`config.mk`:
```
export PLATFORM = sky130hd
export DESIGN_NAME = chgport_cfg
export DESIGN_NICKNAME = d
export VERILOG_FILES = /design/src/verilog/chgport_cfg.v /design/src/verilog/oc_filter.v
export VERILOG_INCLUDE_DIRS = /design/src /design/src/verilog
export SDC_FILE = /design/constraint.sdc
export NUM_CORES = 1
export LEC_CHECK = 0
export ABC_AREA = 1
export ABC_CLOCK_PERIOD_IN_PS = 3200
export CELL_PAD_IN_SITES_DETAIL_PLACEMENT = 1
export CELL_PAD_IN_SITES_GLOBAL_PLACEMENT = 2
export CORE_ASPECT_RATIO = 0.7
export CORE_MARGIN = 3
export CORE_UTILIZATION = 36
export DETAILED_ROUTE_END_ITERATION = 8
export DONT_BUFFER_PORTS = 1
export PLACE_DENSITY_LB_ADDON = 0.1
export SYNTH_ARGS = -nofsm -noshare
export SYNTH_HDL_FRONTEND = slang
export SYNTH_SLANG_ARGS = --single-unit
```
`constraint.sdc`:
```
create_clock -name MCLK_I -period 3.2 [get_ports MCLK_I]
set_input_delay 0.16 -clock MCLK_I [delete_from_list [all_inputs] [get_ports MCLK_I]]
set_output_delay 0.16 -clock MCLK_I [all_outputs]
set_load 0.005 [all_outputs]
```
`src/verilog/chgport_defs.vh`:
```
// Constants for the charging port and port power configuration block.
// Functional notes
// - Concurrent mode runs vendor, BC1.2, shorted emulation together.
// - Vendor and shorted emulation only as dedicated charger.
// - Legacy mode drives DP/DM only as dedicated charger.
// - Inhibit low suspends charging; high resumes configured mode.
// - Inhibit honoured only with standard power switches.
// - Charging ports force per-port power and overcurrent.
// - Vendor 1A/2A profile runs alongside BC1.2 handshaking.
// - Legacy mode overrides the vendor profile selection.
// - Managed switch bus pins selectable among ports 1-4.
// - 16-bit vendor, device and per-hub product IDs.
// - Any non-removable port makes both hubs compound.
// - Each string descriptor limited to 30 characters.
// - Strap disable replaces straps with configured values.
// - Per-port combined enable/overcurrent on one pin.
// - Overcurrent on any gang member reported on all.
// - Split gang takes overcurrent from chosen GPIO.
// - Power ganging drives all ports from one control.
// - No power switches forces zero power-on time.
// - Power-on to power-good counted in 2 ms units.
// - USB 2.0 overcurrent filter 50/1000/200/400 ns.
// - USB 3.0 overcurrent filter 750/10000/1250/1500 ns.
// - Per-port DP/DM swap, index 0 upstream.
`ifndef CHGPORT_DEFS_VH
`define CHGPORT_DEFS_VH
`define CLK_PERIOD_NS 10
`define PG_UNIT_NS 2000000
`define OC2_T0_NS 50
`define OC2_T1_NS 1000
`define OC2_T2_NS 200
`define OC2_T3_NS 400
`define OC3_T0_NS 750
`define OC3_T1_NS 10000
`define OC3_T2_NS 1250
`define OC3_T3_NS 1500
`define CYC_UP(ns) (((ns) + `CLK_PERIOD_NS - 1) / `CLK_PERIOD_NS)
`define A_CTRL 8'h00
`define A_PORTCFG 8'h04
`define A_MISC 8'h08
`define A_VIDDID 8'h0C
`define A_PID 8'h10
`define A_STRLEN 8'h14
`define A_STATUS 8'h18
`define C_STRAP_DIS 0
`define C_GANG_PWR 1
`define C_OC_ALL 2
`define C_OC_SPLIT 3
`define C_NO_PSW 4
`define C_U3_NOSW 5
`define C_OC2_SEL 6
`define C_OC3_SEL 8
`define C_GPIO_SEL 10
`define C_PON 16
`define P_CHG 0
`define P_LEG 4
`define P_A2 8
`define P_NREM 12
`define P_DIS 16
`define P_COMB 20
`define P_GMEM 24
`define P_MSW 28
`define M_SWAP 0
`define M_SDA 8
`define M_SCL 10
`define STR_W 5
`define STR_MAX 5'h1E
`define CTRL_RST 32'h00000000
`define PORTCFG_RST 32'h00000000
`define MISC_RST 32'h00000100
`define RESP_OK 2'h0
`define RESP_ERR 2'h2
`endif

```
`src/verilog/chgport_cfg.v`:
```
// Charging port, port power and overcurrent configuration with AXI4-Lite registers.
//
// Local design decisions: the AXI4-Lite interface to the registers and the register offsets.
`timescale 1ns/100ps
`include "chgport_defs.vh"
`default_nettype none
module chgport_cfg #(
  parameter NP = 4,
  parameter TICK_CYC = `PG_UNIT_NS / `CLK_PERIOD_NS,
  parameter [15:0] VID_RST = 16'h1234, // Arbitrary identity value.
  parameter [15:0] DID_RST = 16'h0001, // Arbitrary identity value.
  parameter [15:0] PID2_RST = 16'h0002, // Arbitrary identity value.
  parameter [15:0] PID3_RST = 16'h0003 // Arbitrary identity value.
) (
  input wire MCLK_I,
  input wire RST_N_I,
  input wire [7:0] S_AXI_AWADDR_I,
  input wire S_AXI_AWVALID_I,
  output reg S_AXI_AWREADY_O,
  input wire [31:0] S_AXI_WDATA_I,
  input wire [3:0] S_AXI_WSTRB_I,
  input wire S_AXI_WVALID_I,
  output reg S_AXI_WREADY_O,
  output reg [1:0] S_AXI_BRESP_O,
  output reg S_AXI_BVALID_O,
  input wire S_AXI_BREADY_I,
  input wire [7:0] S_AXI_ARADDR_I,
  input wire S_AXI_ARVALID_I,
  output reg S_AXI_ARREADY_O,
  output reg [31:0] S_AXI_RDATA_O,
  output reg [1:0] S_AXI_RRESP_O,
  output reg S_AXI_RVALID_O,
  input wire S_AXI_RREADY_I,
  input wire GLOBAL_CHARGE_INHIBIT_N_I,
  input wire [NP-1:0] STRAP_DISABLE_I,
  input wire [NP-1:0] STRAP_NONREM_I,
  input wire [NP-1:0] STRAP_CHARGE_I,
  input wire [NP-1:0] PORT_DCP_I,
  input wire [NP-1:0] PORT_PWR_REQ_I,
  input wire [NP-1:0] OC_N_I,
  input wire [7:0] GPIO_I,
  input wire [NP-1:0] PORT_POWER_CONTROL_PIN_I,
  output reg [NP-1:0] PORT_POWER_CONTROL_PIN_O,
  output reg [NP-1:0] PORT_POWER_CONTROL_PIN_OE_O,
  output reg [NP-1:0] CHG_VENDOR_O,
  output reg [NP-1:0] CHG_VENDOR_2A_O,
  output reg [NP-1:0] CHG_BC12_O,
  output reg [NP-1:0] CHG_SHORT_O,
  output reg [NP-1:0] CHG_LEGACY_O,
  output reg [NP-1:0] OC2_REPORT_O,
  output reg [NP-1:0] OC3_REPORT_O,
  output reg [NP-1:0] POWER_GOOD_O,
  output reg [NP-1:0] PORT_DISABLE_O,
  output reg [7:0] DPDM_SWAP_O,
  output reg COMPOUND_O,
  output reg POWER_SWITCH_CONTROL_O,
  output reg [1:0] MGD_SDA_PORT_O,
  output reg [1:0] MGD_SCL_PORT_O
);
  reg [31:0] ctrl; // Global mode and timing controls.
  reg [31:0] portcfg; // Per-port fields, four bits each.
  reg [31:0] misc; // Swap and managed switch pin choices.
  reg [31:0] viddid; // Vendor ID low, device ID high.
  reg [31:0] pid; // USB 2.0 product ID low, USB 3.0 high.
  reg [4*`STR_W-1:0] strlen; // Manufacturer, USB2 product, USB3 product, serial.
  reg aw_held, w_held; // Address or data taken, awaiting the other half or the response.
  reg [7:0] aw_addr; // Latched write address.
  reg [31:0] w_data; // Latched write data.
  reg [3:0] w_strb; // Latched byte strobes.
  reg [NP-1:0] strap_dis_q, strap_nrem_q, strap_chg_q; // Straps caught just after reset.
  reg strap_taken; // Straps are caught once per reset.
  reg [17:0] tick_cnt; // Divider for the 2 ms power-on unit.
  reg tick; // One-cycle enable every 2 ms.
  reg [31:0] next_rdata; // Read mux result.
  reg next_rok; // Address is mapped.
  reg [31:0] lim2, lim3; // Filter lengths in cycles per hub; the filters take the low bits.
  wire [NP-1:0] cfg_chg = portcfg[`P_CHG +: NP];
  wire [NP-1:0] cfg_leg = portcfg[`P_LEG +: NP];
  wire [NP-1:0] cfg_a2 = portcfg[`P_A2 +: NP];
  wire [NP-1:0] cfg_comb = portcfg[`P_COMB +: NP];
  wire [NP-1:0] cfg_gmem = portcfg[`P_GMEM +: NP];
  wire [NP-1:0] cfg_msw = portcfg[`P_MSW +: NP];
  wire [NP-1:0] eff_chg, eff_nrem, eff_dis; // Port settings after strap handling.
  wire [NP-1:0] chg_run; // Charging enabled and not inhibited.
  wire [NP-1:0] pwr_on; // Power enable per port.
  wire [NP-1:0] raw_oc; // Unfiltered overcurrent per port.
  wire [NP-1:0] f2_oc, f3_oc; // Filtered for the USB 2.0 and USB 3.0 hubs.
  wire [NP-1:0] gang_mask; // Ports that share the overcurrent gang.
  wire [NP-1:0] pg; // Power good per port.
  wire any_chg = |eff_chg;
  wire gang_pwr = ctrl[`C_GANG_PWR] & ~any_chg;
  wire oc_all = ctrl[`C_OC_ALL] & ~any_chg;
  wire oc_split = ctrl[`C_OC_SPLIT] & ~any_chg;
  wire conflict = any_chg & (ctrl[`C_GANG_PWR] | ctrl[`C_OC_ALL] | ctrl[`C_OC_SPLIT]);
  wire gpio_oc = ~GPIO_I[ctrl[`C_GPIO_SEL +: 3]];
  wire [7:0] pon = ctrl[`C_NO_PSW] ? 8'h00 : ctrl[`C_PON +: 8];
  wire do_wr = aw_held & w_held & ~S_AXI_BVALID_O;
  wire [31:0] wmask = {{8{w_strb[3]}}, {8{w_strb[2]}}, {8{w_strb[1]}}, {8{w_strb[0]}}};

  // Straps win unless the strap disable is set; ports then follow the configuration.
  assign eff_chg = ctrl[`C_STRAP_DIS] ? cfg_chg : strap_chg_q;
  assign eff_nrem = ctrl[`C_STRAP_DIS] ? portcfg[`P_NREM +: NP] : strap_nrem_q;
  assign eff_dis = ctrl[`C_STRAP_DIS] ? portcfg[`P_DIS +: NP] : strap_dis_q;
  // Inhibit only reaches ports on standard switches; managed switches keep charging.
  assign chg_run = eff_chg & ~({NP{~GLOBAL_CHARGE_INHIBIT_N_I}} & ~cfg_msw);
  // Ganged power is refused while any port charges.
  assign pwr_on = (gang_pwr ? {NP{|PORT_PWR_REQ_I}} : PORT_PWR_REQ_I) & ~eff_dis;
  // Combined pins fault when pulled low while powered; split gang members use the GPIO.
  assign raw_oc = (((cfg_comb & pwr_on & ~PORT_POWER_CONTROL_PIN_I) | (~cfg_comb & ~OC_N_I))
    & ~({NP{oc_split}} & cfg_gmem)) | ({NP{oc_split & gpio_oc}} & cfg_gmem);
  assign gang_mask = oc_all ? {NP{1'b1}} : (oc_split ? cfg_gmem : {NP{1'b0}});

  // Filter length lookup; the printed order of settings is kept as the code order.
  always @*
  begin
    case (ctrl[`C_OC2_SEL +: 2])
      2'h0: lim2 = `CYC_UP(`OC2_T0_NS);
      2'h1: lim2 = `CYC_UP(`OC2_T1_NS);
      2'h2: lim2 = `CYC_UP(`OC2_T2_NS);
      default: lim2 = `CYC_UP(`OC2_T3_NS);
    endcase
    case (ctrl[`C_OC3_SEL +: 2])
      2'h0: lim3 = `CYC_UP(`OC3_T0_NS);
      2'h1: lim3 = `CYC_UP(`OC3_T1_NS);
      2'h2: lim3 = `CYC_UP(`OC3_T2_NS);
      default: lim3 = `CYC_UP(`OC3_T3_NS);
    endcase
  end

  genvar g;
  generate
    for (g = 0; g < NP; g = g + 1)
    begin : gp
      reg [7:0] pg_cnt; // Power-on units elapsed.
      // Each hub filters the same input with its own length.
      oc_filter #(.CW(11)) u_f2 (
        .clk_i(MCLK_I),
        .rst_n_i(RST_N_I),
        .oc_i(raw_oc[g]),
        .limit_i(lim2[10:0]),
        .oc_o(f2_oc[g])
      );
      oc_filter #(.CW(11)) u_f3 (
        .clk_i(MCLK_I),
        .rst_n_i(RST_N_I),
        .oc_i(raw_oc[g]),
        .limit_i(lim3[10:0]),
        .oc_o(f3_oc[g])
      );
      // Power good follows power on after the configured number of 2 ms units.
      always @(posedge MCLK_I)
      begin
        if (!RST_N_I || !pwr_on[g])
        begin
          pg_cnt <= 8'h00;
        end
        else if (tick && pg_cnt < pon)
        begin
          pg_cnt <= pg_cnt + 8'h01;
        end
      end
      assign pg[g] = pwr_on[g] & (pg_cnt >= pon);
    end
  endgenerate

  // The 2 ms unit is a shared enable pulse so every counter stays on one clock.
  always @(posedge MCLK_I)
  begin
    if (!RST_N_I)
    begin
      tick_cnt <= 18'h00000;
      tick <= 1'b0;
    end
    else if (tick_cnt == TICK_CYC[17:0] - 18'h00001)
    begin
      tick_cnt <= 18'h00000;
      tick <= 1'b1;
    end
    else
    begin
      tick_cnt <= tick_cnt + 18'h00001;
      tick <= 1'b0;
    end
  end

  // Straps are sampled on the first clock after reset release, never under reset.
  always @(posedge MCLK_I)
  begin
    if (!RST_N_I)
    begin
      strap_taken <= 1'b0;
      strap_dis_q <= {NP{1'b0}};
      strap_nrem_q <= {NP{1'b0}};
      strap_chg_q <= {NP{1'b0}};
    end
    else if (!strap_taken)
    begin
      strap_taken <= 1'b1;
      strap_dis_q <= STRAP_DISABLE_I;
      strap_nrem_q <= STRAP_NONREM_I;
      strap_chg_q <= STRAP_CHARGE_I;
    end
  end

  // Write channel: address and data are taken in either order, then one response.
  always @(posedge MCLK_I)
  begin
    if (!RST_N_I)
    begin
      S_AXI_AWREADY_O <= 1'b1;
      S_AXI_WREADY_O <= 1'b1;
      S_AXI_BVALID_O <= 1'b0;
      S_AXI_BRESP_O <= `RESP_OK;
      aw_held <= 1'b0;
      w_held <= 1'b0;
      aw_addr <= 8'h00;
      w_data <= 32'h00000000;
      w_strb <= 4'h0;
      ctrl <= `CTRL_RST;
      portcfg <= `PORTCFG_RST;
      misc <= `MISC_RST;
      viddid <= {DID_RST, VID_RST};
      pid <= {PID3_RST, PID2_RST};
      strlen <= {4{`STR_MAX}};
    end
    else
    begin
      if (S_AXI_AWVALID_I && S_AXI_AWREADY_O)
      begin
        aw_held <= 1'b1;
        aw_addr <= S_AXI_AWADDR_I;
        S_AXI_AWREADY_O <= 1'b0;
      end
      if (S_AXI_WVALID_I && S_AXI_WREADY_O)
      begin
        w_held <= 1'b1;
        w_data <= S_AXI_WDATA_I;
        w_strb <= S_AXI_WSTRB_I;
        S_AXI_WREADY_O <= 1'b0;
      end
      if (do_wr)
      begin
        aw_held <= 1'b0;
        w_held <= 1'b0;
        S_AXI_BVALID_O <= 1'b1;
        S_AXI_BRESP_O <= `RESP_OK;
        case (aw_addr)
          `A_CTRL: ctrl <= (ctrl & ~wmask) | (w_data & wmask);
          `A_PORTCFG: portcfg <= (portcfg & ~wmask) | (w_data & wmask);
          `A_MISC: misc <= (misc & ~wmask) | (w_data & wmask);
          `A_VIDDID: viddid <= (viddid & ~wmask) | (w_data & wmask);
          `A_PID: pid <= (pid & ~wmask) | (w_data & wmask);
          `A_STRLEN: strlen <= clamp_len((strlen & wmask[19:0]) ^ strlen
            ^ (w_data[19:0] & wmask[19:0]));
          `A_STATUS: S_AXI_BRESP_O <= `RESP_OK; // Read-only; writes are dropped.
          default: S_AXI_BRESP_O <= `RESP_ERR;
        endcase
      end
      if (S_AXI_BVALID_O && S_AXI_BREADY_I)
      begin
        S_AXI_BVALID_O <= 1'b0;
        S_AXI_AWREADY_O <= 1'b1;
        S_AXI_WREADY_O <= 1'b1;
      end
    end
  end

  // Longer string lengths are cut to the descriptor limit rather than refused.
  function [4*`STR_W-1:0] clamp_len;
    input [4*`STR_W-1:0] v;
    integer k;
    begin
      for (k = 0; k < 4; k = k + 1)
      begin
        clamp_len[k*`STR_W +: `STR_W] = (v[k*`STR_W +: `STR_W] > `STR_MAX) ?
          `STR_MAX : v[k*`STR_W +: `STR_W];
      end
    end
  endfunction
  // Read mux; unmapped addresses answer with an error and zero data.
  always @*
  begin
    next_rok = 1'b1;
    case (S_AXI_ARADDR_I)
      `A_CTRL: next_rdata = ctrl;
      `A_PORTCFG: next_rdata = portcfg;
      `A_MISC: next_rdata = misc;
      `A_VIDDID: next_rdata = viddid;
      `A_PID: next_rdata = pid;
      `A_STRLEN: next_rdata = {12'h000, strlen};
      `A_STATUS: next_rdata = {10'h000, conflict, COMPOUND_O, 4'h0, pg,
        chg_run, OC3_REPORT_O, OC2_REPORT_O};
      default:
      begin
        next_rdata = 32'h00000000;
        next_rok = 1'b0;
      end
    endcase
  end
  // Read channel: one outstanding read, data one cycle after the address.
  always @(posedge MCLK_I)
  begin
    if (!RST_N_I)
    begin
      S_AXI_ARREADY_O <= 1'b1;
      S_AXI_RVALID_O <= 1'b0;
      S_AXI_RDATA_O <= 32'h00000000;
      S_AXI_RRESP_O <= `RESP_OK;
    end
    else if (S_AXI_ARVALID_I && S_AXI_ARREADY_O)
    begin
      S_AXI_ARREADY_O <= 1'b0;
      S_AXI_RVALID_O <= 1'b1;
      S_AXI_RDATA_O <= next_rdata;
      S_AXI_RRESP_O <= next_rok ? `RESP_OK : `RESP_ERR;
    end
    else if (S_AXI_RVALID_O && S_AXI_RREADY_I)
    begin
      S_AXI_RVALID_O <= 1'b0;
      S_AXI_ARREADY_O <= 1'b1;
    end
  end

  // Port-side outputs, all registered to keep the pins glitch free.
  always @(posedge MCLK_I)
  begin
    if (!RST_N_I)
    begin
      PORT_POWER_CONTROL_PIN_O <= {NP{1'b0}};
      PORT_POWER_CONTROL_PIN_OE_O <= {NP{1'b1}};
      CHG_VENDOR_O <= {NP{1'b0}};
      CHG_VENDOR_2A_O <= {NP{1'b0}};
      CHG_BC12_O <= {NP{1'b0}};
      CHG_SHORT_O <= {NP{1'b0}};
      CHG_LEGACY_O <= {NP{1'b0}};
      OC2_REPORT_O <= {NP{1'b0}};
      OC3_REPORT_O <= {NP{1'b0}};
      POWER_GOOD_O <= {NP{1'b0}};
      PORT_DISABLE_O <= {NP{1'b0}};
      DPDM_SWAP_O <= 8'h00;
      COMPOUND_O <= 1'b0;
      POWER_SWITCH_CONTROL_O <= 1'b0;
      MGD_SDA_PORT_O <= 2'h0;
      MGD_SCL_PORT_O <= 2'h0;
    end
    else
    begin
      // Combined pins are driven low to switch off and released to switch on.
      PORT_POWER_CONTROL_PIN_O <= pwr_on & ~cfg_comb;
      PORT_POWER_CONTROL_PIN_OE_O <= ~(cfg_comb & pwr_on);
      // Vendor and shorted emulation only without traffic; legacy replaces both.
      CHG_VENDOR_O <= chg_run & ~cfg_leg & PORT_DCP_I;
      CHG_VENDOR_2A_O <= chg_run & ~cfg_leg & PORT_DCP_I & cfg_a2;
      CHG_BC12_O <= chg_run & ~cfg_leg;
      CHG_SHORT_O <= chg_run & ~cfg_leg & PORT_DCP_I;
      CHG_LEGACY_O <= chg_run & cfg_leg & PORT_DCP_I;
      // A gang member raises the whole gang; split gangs use the chosen GPIO.
      OC2_REPORT_O <= (gang_mask & {NP{|(f2_oc & gang_mask)}}) | (~gang_mask & f2_oc);
      OC3_REPORT_O <= (gang_mask & {NP{|(f3_oc & gang_mask)}}) | (~gang_mask & f3_oc);
      POWER_GOOD_O <= pg;
      PORT_DISABLE_O <= eff_dis;
      DPDM_SWAP_O <= misc[`M_SWAP +: 8];
      COMPOUND_O <= |eff_nrem;
      POWER_SWITCH_CONTROL_O <= ctrl[`C_NO_PSW] & ctrl[`C_U3_NOSW];
      MGD_SDA_PORT_O <= misc[`M_SDA +: 2];
      MGD_SCL_PORT_O <= misc[`M_SCL +: 2];
    end
  end
endmodule // chgport_cfg
`default_nettype wire

```
`src/verilog/oc_filter.v`:
```
// Overcurrent glitch filter that needs a continuous assertion of a set length.
`timescale 1ns/100ps
`default_nettype none
module oc_filter #(
  parameter CW = 11
) (
  input wire clk_i,
  input wire rst_n_i,
  input wire oc_i,
  input wire [CW-1:0] limit_i,
  output reg oc_o
);
  reg [CW-1:0] cnt; // Cycles of unbroken assertion so far.
  wire [CW-1:0] cnt_p1; // Count after this cycle.
  assign cnt_p1 = cnt + {{(CW-1){1'b0}}, 1'b1};

  // Any drop of the input restarts the count, so short pulses never get through.
  always @(posedge clk_i)
  begin
    if (!rst_n_i)
    begin
      cnt <= {CW{1'b0}};
      oc_o <= 1'b0;
    end
    else if (!oc_i)
    begin
      cnt <= {CW{1'b0}};
      oc_o <= 1'b0;
    end
    else if (cnt_p1 >= limit_i)
    begin
      oc_o <= 1'b1;
    end
    else
    begin
      cnt <= cnt_p1;
    end
  end
endmodule // oc_filter
`default_nettype wire
```
==> impl_metrics.prom <==
# TYPE chip_impl_metric gauge
chip_impl_metric{name="design_power_total",unit="mW"} 14.2
chip_impl_metric{name="ir_drop",unit="mV"} 0.358
chip_impl_metric{name="gpl.final_weighted_congestion",unit=""} 0.854
chip_impl_metric{name="flow.area_growth_from_synthesis",unit="%"} 15.8
chip_impl_metric{name="synth.cell_area",unit="um^2"} 23100
chip_impl_info{name="criticalPathCategory",value="reg -> reg"} 1
chip_impl_info{name="critical_path.startpoint_type",value="register"} 1
chip_impl_metric{name="final_antenna_net_count",unit=""} 0
chip_impl_metric{name="pwr_dens",unit="nW/um^2"} 530
chip_impl_info{name="synthMostInstantiatedCell",value="sky130_fd_sc_hd__nand2_1"} 1
chip_impl_metric{name="fin_nets",unit=""} 3539
chip_impl_metric{name="period_minus_slack",unit="ns"} 2.88
chip_impl_info{name="worst_hold_start",value="S_AXI_WVALID_I"} 1
chip_impl_metric{name="post_drt_wl_per_cell",unit="um"} 20.5
chip_impl_metric{name="antenna_found_initial",unit=""} 3
chip_impl_metric{name="synth.yosys.seq_area_share",unit="%"} 41.5
chip_impl_metric{name="track_usage",unit="%"} 25.3
chip_impl_metric{name="power.internal",unit="mW"} 10.5
chip_impl_metric{name="n_fill_cell",unit=""} 7874
chip_impl_metric{name="final-setup-viol-count",unit=""} 0
chip_impl_metric{name="final_cells",unit=""} 4203
chip_impl_metric{name="timing.critical_path.arrival",unit="ns"} 3.42
chip_impl_metric{name="routed_via_density",unit=""} 5.26
chip_impl_info{name="ys.flop_type",value="sky130_fd_sc_hd__dfxtp_1"} 1
chip_impl_info{name="synth_area_leaders",value="sky130_fd_sc_hd__dfxtp_1 42%, sky130_fd_sc_hd__nand2_1 12%, sky130_fd_sc_hd__nor2_1 6.9%"} 1
chip_impl_metric{name="cts.reportedPaths.clkPinSlew",unit="ns"} 0.06
chip_impl_metric{name="cts_buffers",unit=""} 53
chip_impl_metric{name="post_synth.cell_area_avg",unit="um^2"} 7.09
chip_impl_metric{name="remaining_drcs",unit=""} 0
chip_impl_metric{name="grt_start_max_net_pins",unit=""} 180
chip_impl_metric{name="rows",unit=""} 77
chip_impl_info{name="rsz_0062_raised_after_global_routing",value="false"} 1
chip_impl_metric{name="first_global_vias",unit=""} 22100
chip_impl_metric{name="drt_wl_total",unit="um"} 86200
chip_impl_info{name="min-delay-path-class",value="in -> reg"} 1
chip_impl_metric{name="number_of_max_cap_violations",unit=""} 0
chip_impl_info{name="synth_common_cells",value="731 x sky130_fd_sc_hd__nand2_1, 479 x sky130_fd_sc_hd__dfxtp_1, 424 x sky130_fd_sc_hd__nor2_1"} 1
chip_impl_metric{name="p_switching",unit="mW"} 3.70
chip_impl_metric{name="synth-seq-cells",unit=""} 479
chip_impl_metric{name="regArea",unit="um^2"} 9590
chip_impl_metric{name="crit_fanout",unit=""} 10
chip_impl_metric{name="die_h",unit="um"} 218
chip_impl_info{name="cts.root.buffer_cell",value="sky130_fd_sc_hd__clkbuf_16"} 1
chip_impl_metric{name="post-dp-hpwl",unit="um"} 64700
chip_impl_metric{name="synth_edf_count",unit=""} 0
chip_impl_metric{name="met3_length",unit="um"} 4650
chip_impl_metric{name="clock_sink_count",unit=""} 479
chip_impl_metric{name="relSlewSlack",unit="%"} 40.4
chip_impl_metric{name="core_area",unit="um^2"} 63300
chip_impl_metric{name="multi_input_comb_area",unit="um^2"} 11500
chip_impl_metric{name="initial_core_util",unit="%"} 36.5
chip_impl_metric{name="cts_max_level",unit=""} 2
chip_impl_metric{name="die_w",unit="um"} 309
chip_impl_metric{name="postSynth.asyncResetShare",unit="%"} 0
chip_impl_metric{name="synth.lib_cells_used.distinct",unit=""} 51
chip_impl_metric{name="tightestPinTransition",unit="ns"} 0.886
chip_impl_metric{name="n_antenna_cell",unit=""} 0
chip_impl_metric{name="met2RoutedLength",unit="um"} 35700
chip_impl_metric{name="iter_0_drt_violations",unit=""} 1407
chip_impl_metric{name="insertion_delay",unit="ns"} 0.63
chip_impl_metric{name="dpl.cell_count",unit=""} 4039
chip_impl_metric{name="sw_share",unit="%"} 26.1
chip_impl_metric{name="critical_path_required",unit="ns"} 3.73
chip_impl_metric{name="port_buffers",unit=""} 0
chip_impl_info{name="netlist.top_cell.by_area",value="sky130_fd_sc_hd__dfxtp_1"} 1
chip_impl_metric{name="finalCoreUtilization",unit="%"} 42.3
chip_impl_metric{name="placement.cell_area",unit="um^2"} 24200
chip_impl_info{name="worstSetupEndpointType",value="register"} 1
chip_impl_metric{name="final_min_period_over_clock_period",unit="%"} 90.0
chip_impl_metric{name="grt.overflow.total",unit=""} 0
chip_impl_metric{name="synth_top_cell_area_share",unit="%"} 41.5
chip_impl_metric{name="synth-warning-count",unit=""} 0
chip_impl_info{name="outcome",value="complete, no violations"} 1
chip_impl_info{name="topRoutingLayerUsed",value="met5"} 1
chip_impl_info{name="tritoncts",value="yes"} 1
chip_impl_metric{name="met1_length",unit="um"} 44400
chip_impl_metric{name="clock_group_share_of_total_power",unit="%"} 47.2
chip_impl_metric{name="grt_pass1_wl",unit="um"} 132000
chip_impl_metric{name="power_frac_comb",unit="%"} 8.2
chip_impl_metric{name="share_of_layout_cells_above_drive_strength_1",unit="%"} 6.19
chip_impl_metric{name="top_achievable_clock_speed",unit="GHz"} 0.347
chip_impl_metric{name="reg2reg_setup_slack",unit="ns"} 0.32
chip_impl_metric{name="via_count",unit=""} 22100
chip_impl_metric{name="timing.final.max_slew_violations",unit=""} 0
chip_impl_metric{name="leakagePower",unit="nW"} 11.2
chip_impl_metric{name="fin_skew",unit="ns"} 0.0274
chip_impl_metric{name="max-clock-path-buffers",unit=""} 3
chip_impl_metric{name="syn-instance-count",unit=""} 3259
chip_impl_metric{name="finish.instance_area",unit="um^2"} 26800
chip_impl_metric{name="pwr-share-seq",unit="%"} 44.6
chip_impl_metric{name="io-pin-count",unit=""} 195
chip_impl_metric{name="post_cts.repair.setup_buffers",unit=""} 0
chip_impl_metric{name="dieArea",unit="um^2"} 67300
chip_impl_metric{name="fin_setup_tns",unit="ns"} 0
chip_impl_metric{name="final_hold_viol_count",unit=""} 0
chip_impl_metric{name="number_of_detailed_route_iterations_in_the_first_pass",unit=""} 5
## worst paths after layout
| kind | to | cells after the start |
|---|---|---|
| worst max-delay path | gp[1].pg_cnt[3]$_SDFFE_PP0P_ | 11 |
| worst min-delay path | S_AXI_WREADY_O$_SDFFE_PP1P_ | 4 |
| worst max register to register | gp[1].pg_cnt[3]$_SDFFE_PP0P_ | 11 |
| worst min register to register | PORT_POWER_CONTROL_PIN_OE_O[3]$_SDFF_PN1_ | 1 |
## stage by stage
step	hold slack (ns)	worst slack (ns)
after floorplan	0.188	0.714
after global placement	0.246	0.195
after detailed placement	0.255	0.113
after CTS	0.00129	0.101
after global routing	0.0434	0.00849
final	0.0386	0.319
## critical path, cell delays in order, from the launching register on
cell,delay [ns]
sky130_fd_sc_hd__dfxtp_1,0.37
sky130_fd_sc_hd__clkinvlp_4,0.30
sky130_fd_sc_hd__nand2_1,0.32
sky130_fd_sc_hd__ha_1,0.30
sky130_fd_sc_hd__nand2_1,0.10
sky130_fd_sc_hd__nor3_1,0.05
sky130_fd_sc_hd__o21ai_0,0.28
sky130_fd_sc_hd__nand3_1,0.32
sky130_fd_sc_hd__inv_1,0.24
sky130_fd_sc_hd__nand2_1,0.11
sky130_fd_sc_hd__or2_2,0.29
sky130_fd_sc_hd__a21oi_1,0.11
## cell families (layout without fill, tap and decap cells)
family          Yosys count  count (layout)  share of synthesized area (%)
simple gates           1466            1466                           26.6
compound gates          608             608                           14.5
buf+inv                 531             645                           8.93
flops                   479             479                           41.5
fa+ha+maj               112             112                           6.07
xor+xnor                 60              60                           2.27
mux                       2               2                         0.0867
other cells               1               2                         0.0162
## cell usage in the layout, fill, tap and decap left out, types with 40 or more instances in the layout
cell and count:
sky130_fd_sc_hd__nand2_1 728, sky130_fd_sc_hd__nand3_1 147, sky130_fd_sc_hd__dfxtp_1 479, sky130_fd_sc_hd__a21oi_1 235
sky130_fd_sc_hd__inv_1 408, sky130_fd_sc_hd__nor3_1 40, sky130_fd_sc_hd__nand4_1 61, sky130_fd_sc_hd__o21ai_0 230
sky130_fd_sc_hd__clkbuf_16 53, sky130_fd_sc_hd__o22ai_1 44, sky130_fd_sc_hd__a211oi_1 49, sky130_fd_sc_hd__buf_4 67
sky130_fd_sc_hd__ha_1 112, sky130_fd_sc_hd__nor2_1 423, sky130_fd_sc_hd__dlygate4sd3_1 65, sky130_fd_sc_hd__xor2_1 51
## per-layer routing
layer  vias to the layer above  GRT usage (%)
li1                      10700              -
met1                     10800           38.9
met2                       486           37.4
met3                        87           3.15
met4                         6           5.04
met5                         -              0
## area by class of cell
| class | instances | share of cell area [%] |
|---|---|---|
| Clock inverter | 27 | 1.42 |
| Tap cell | 829 | 3.88 |
| Sequential cell | 479 | 35.8 |
| Clock buffer | 71 | 5.58 |
| Inverter | 412 | 5.80 |
| Timing Repair Buffer | 135 | 4.56 |
| Multi-Input combinational cell | 2250 | 42.9 |
## power groups by stage
stage / Sequential [mW] / Combinational, mW / Clock, mW
floorplan: 6.34 / 0.807 / 0
global placement: 6.44 / 1.02 / 0
detailed placement: 6.45 / 1.06 / 0
CTS: 6.31 / 1.17 / 6.85
global route: 6.33 / 1.33 / 7.11
finish: 6.32 / 1.16 / 6.70
## repair_timing
action	4_1_cts	5_1_grt
resized for setup	0	9
hold buffers	66	0
hold endpoints to repair	208	0
setup endpoints to repair	0	40
Power figures use the tool's default switching activity.
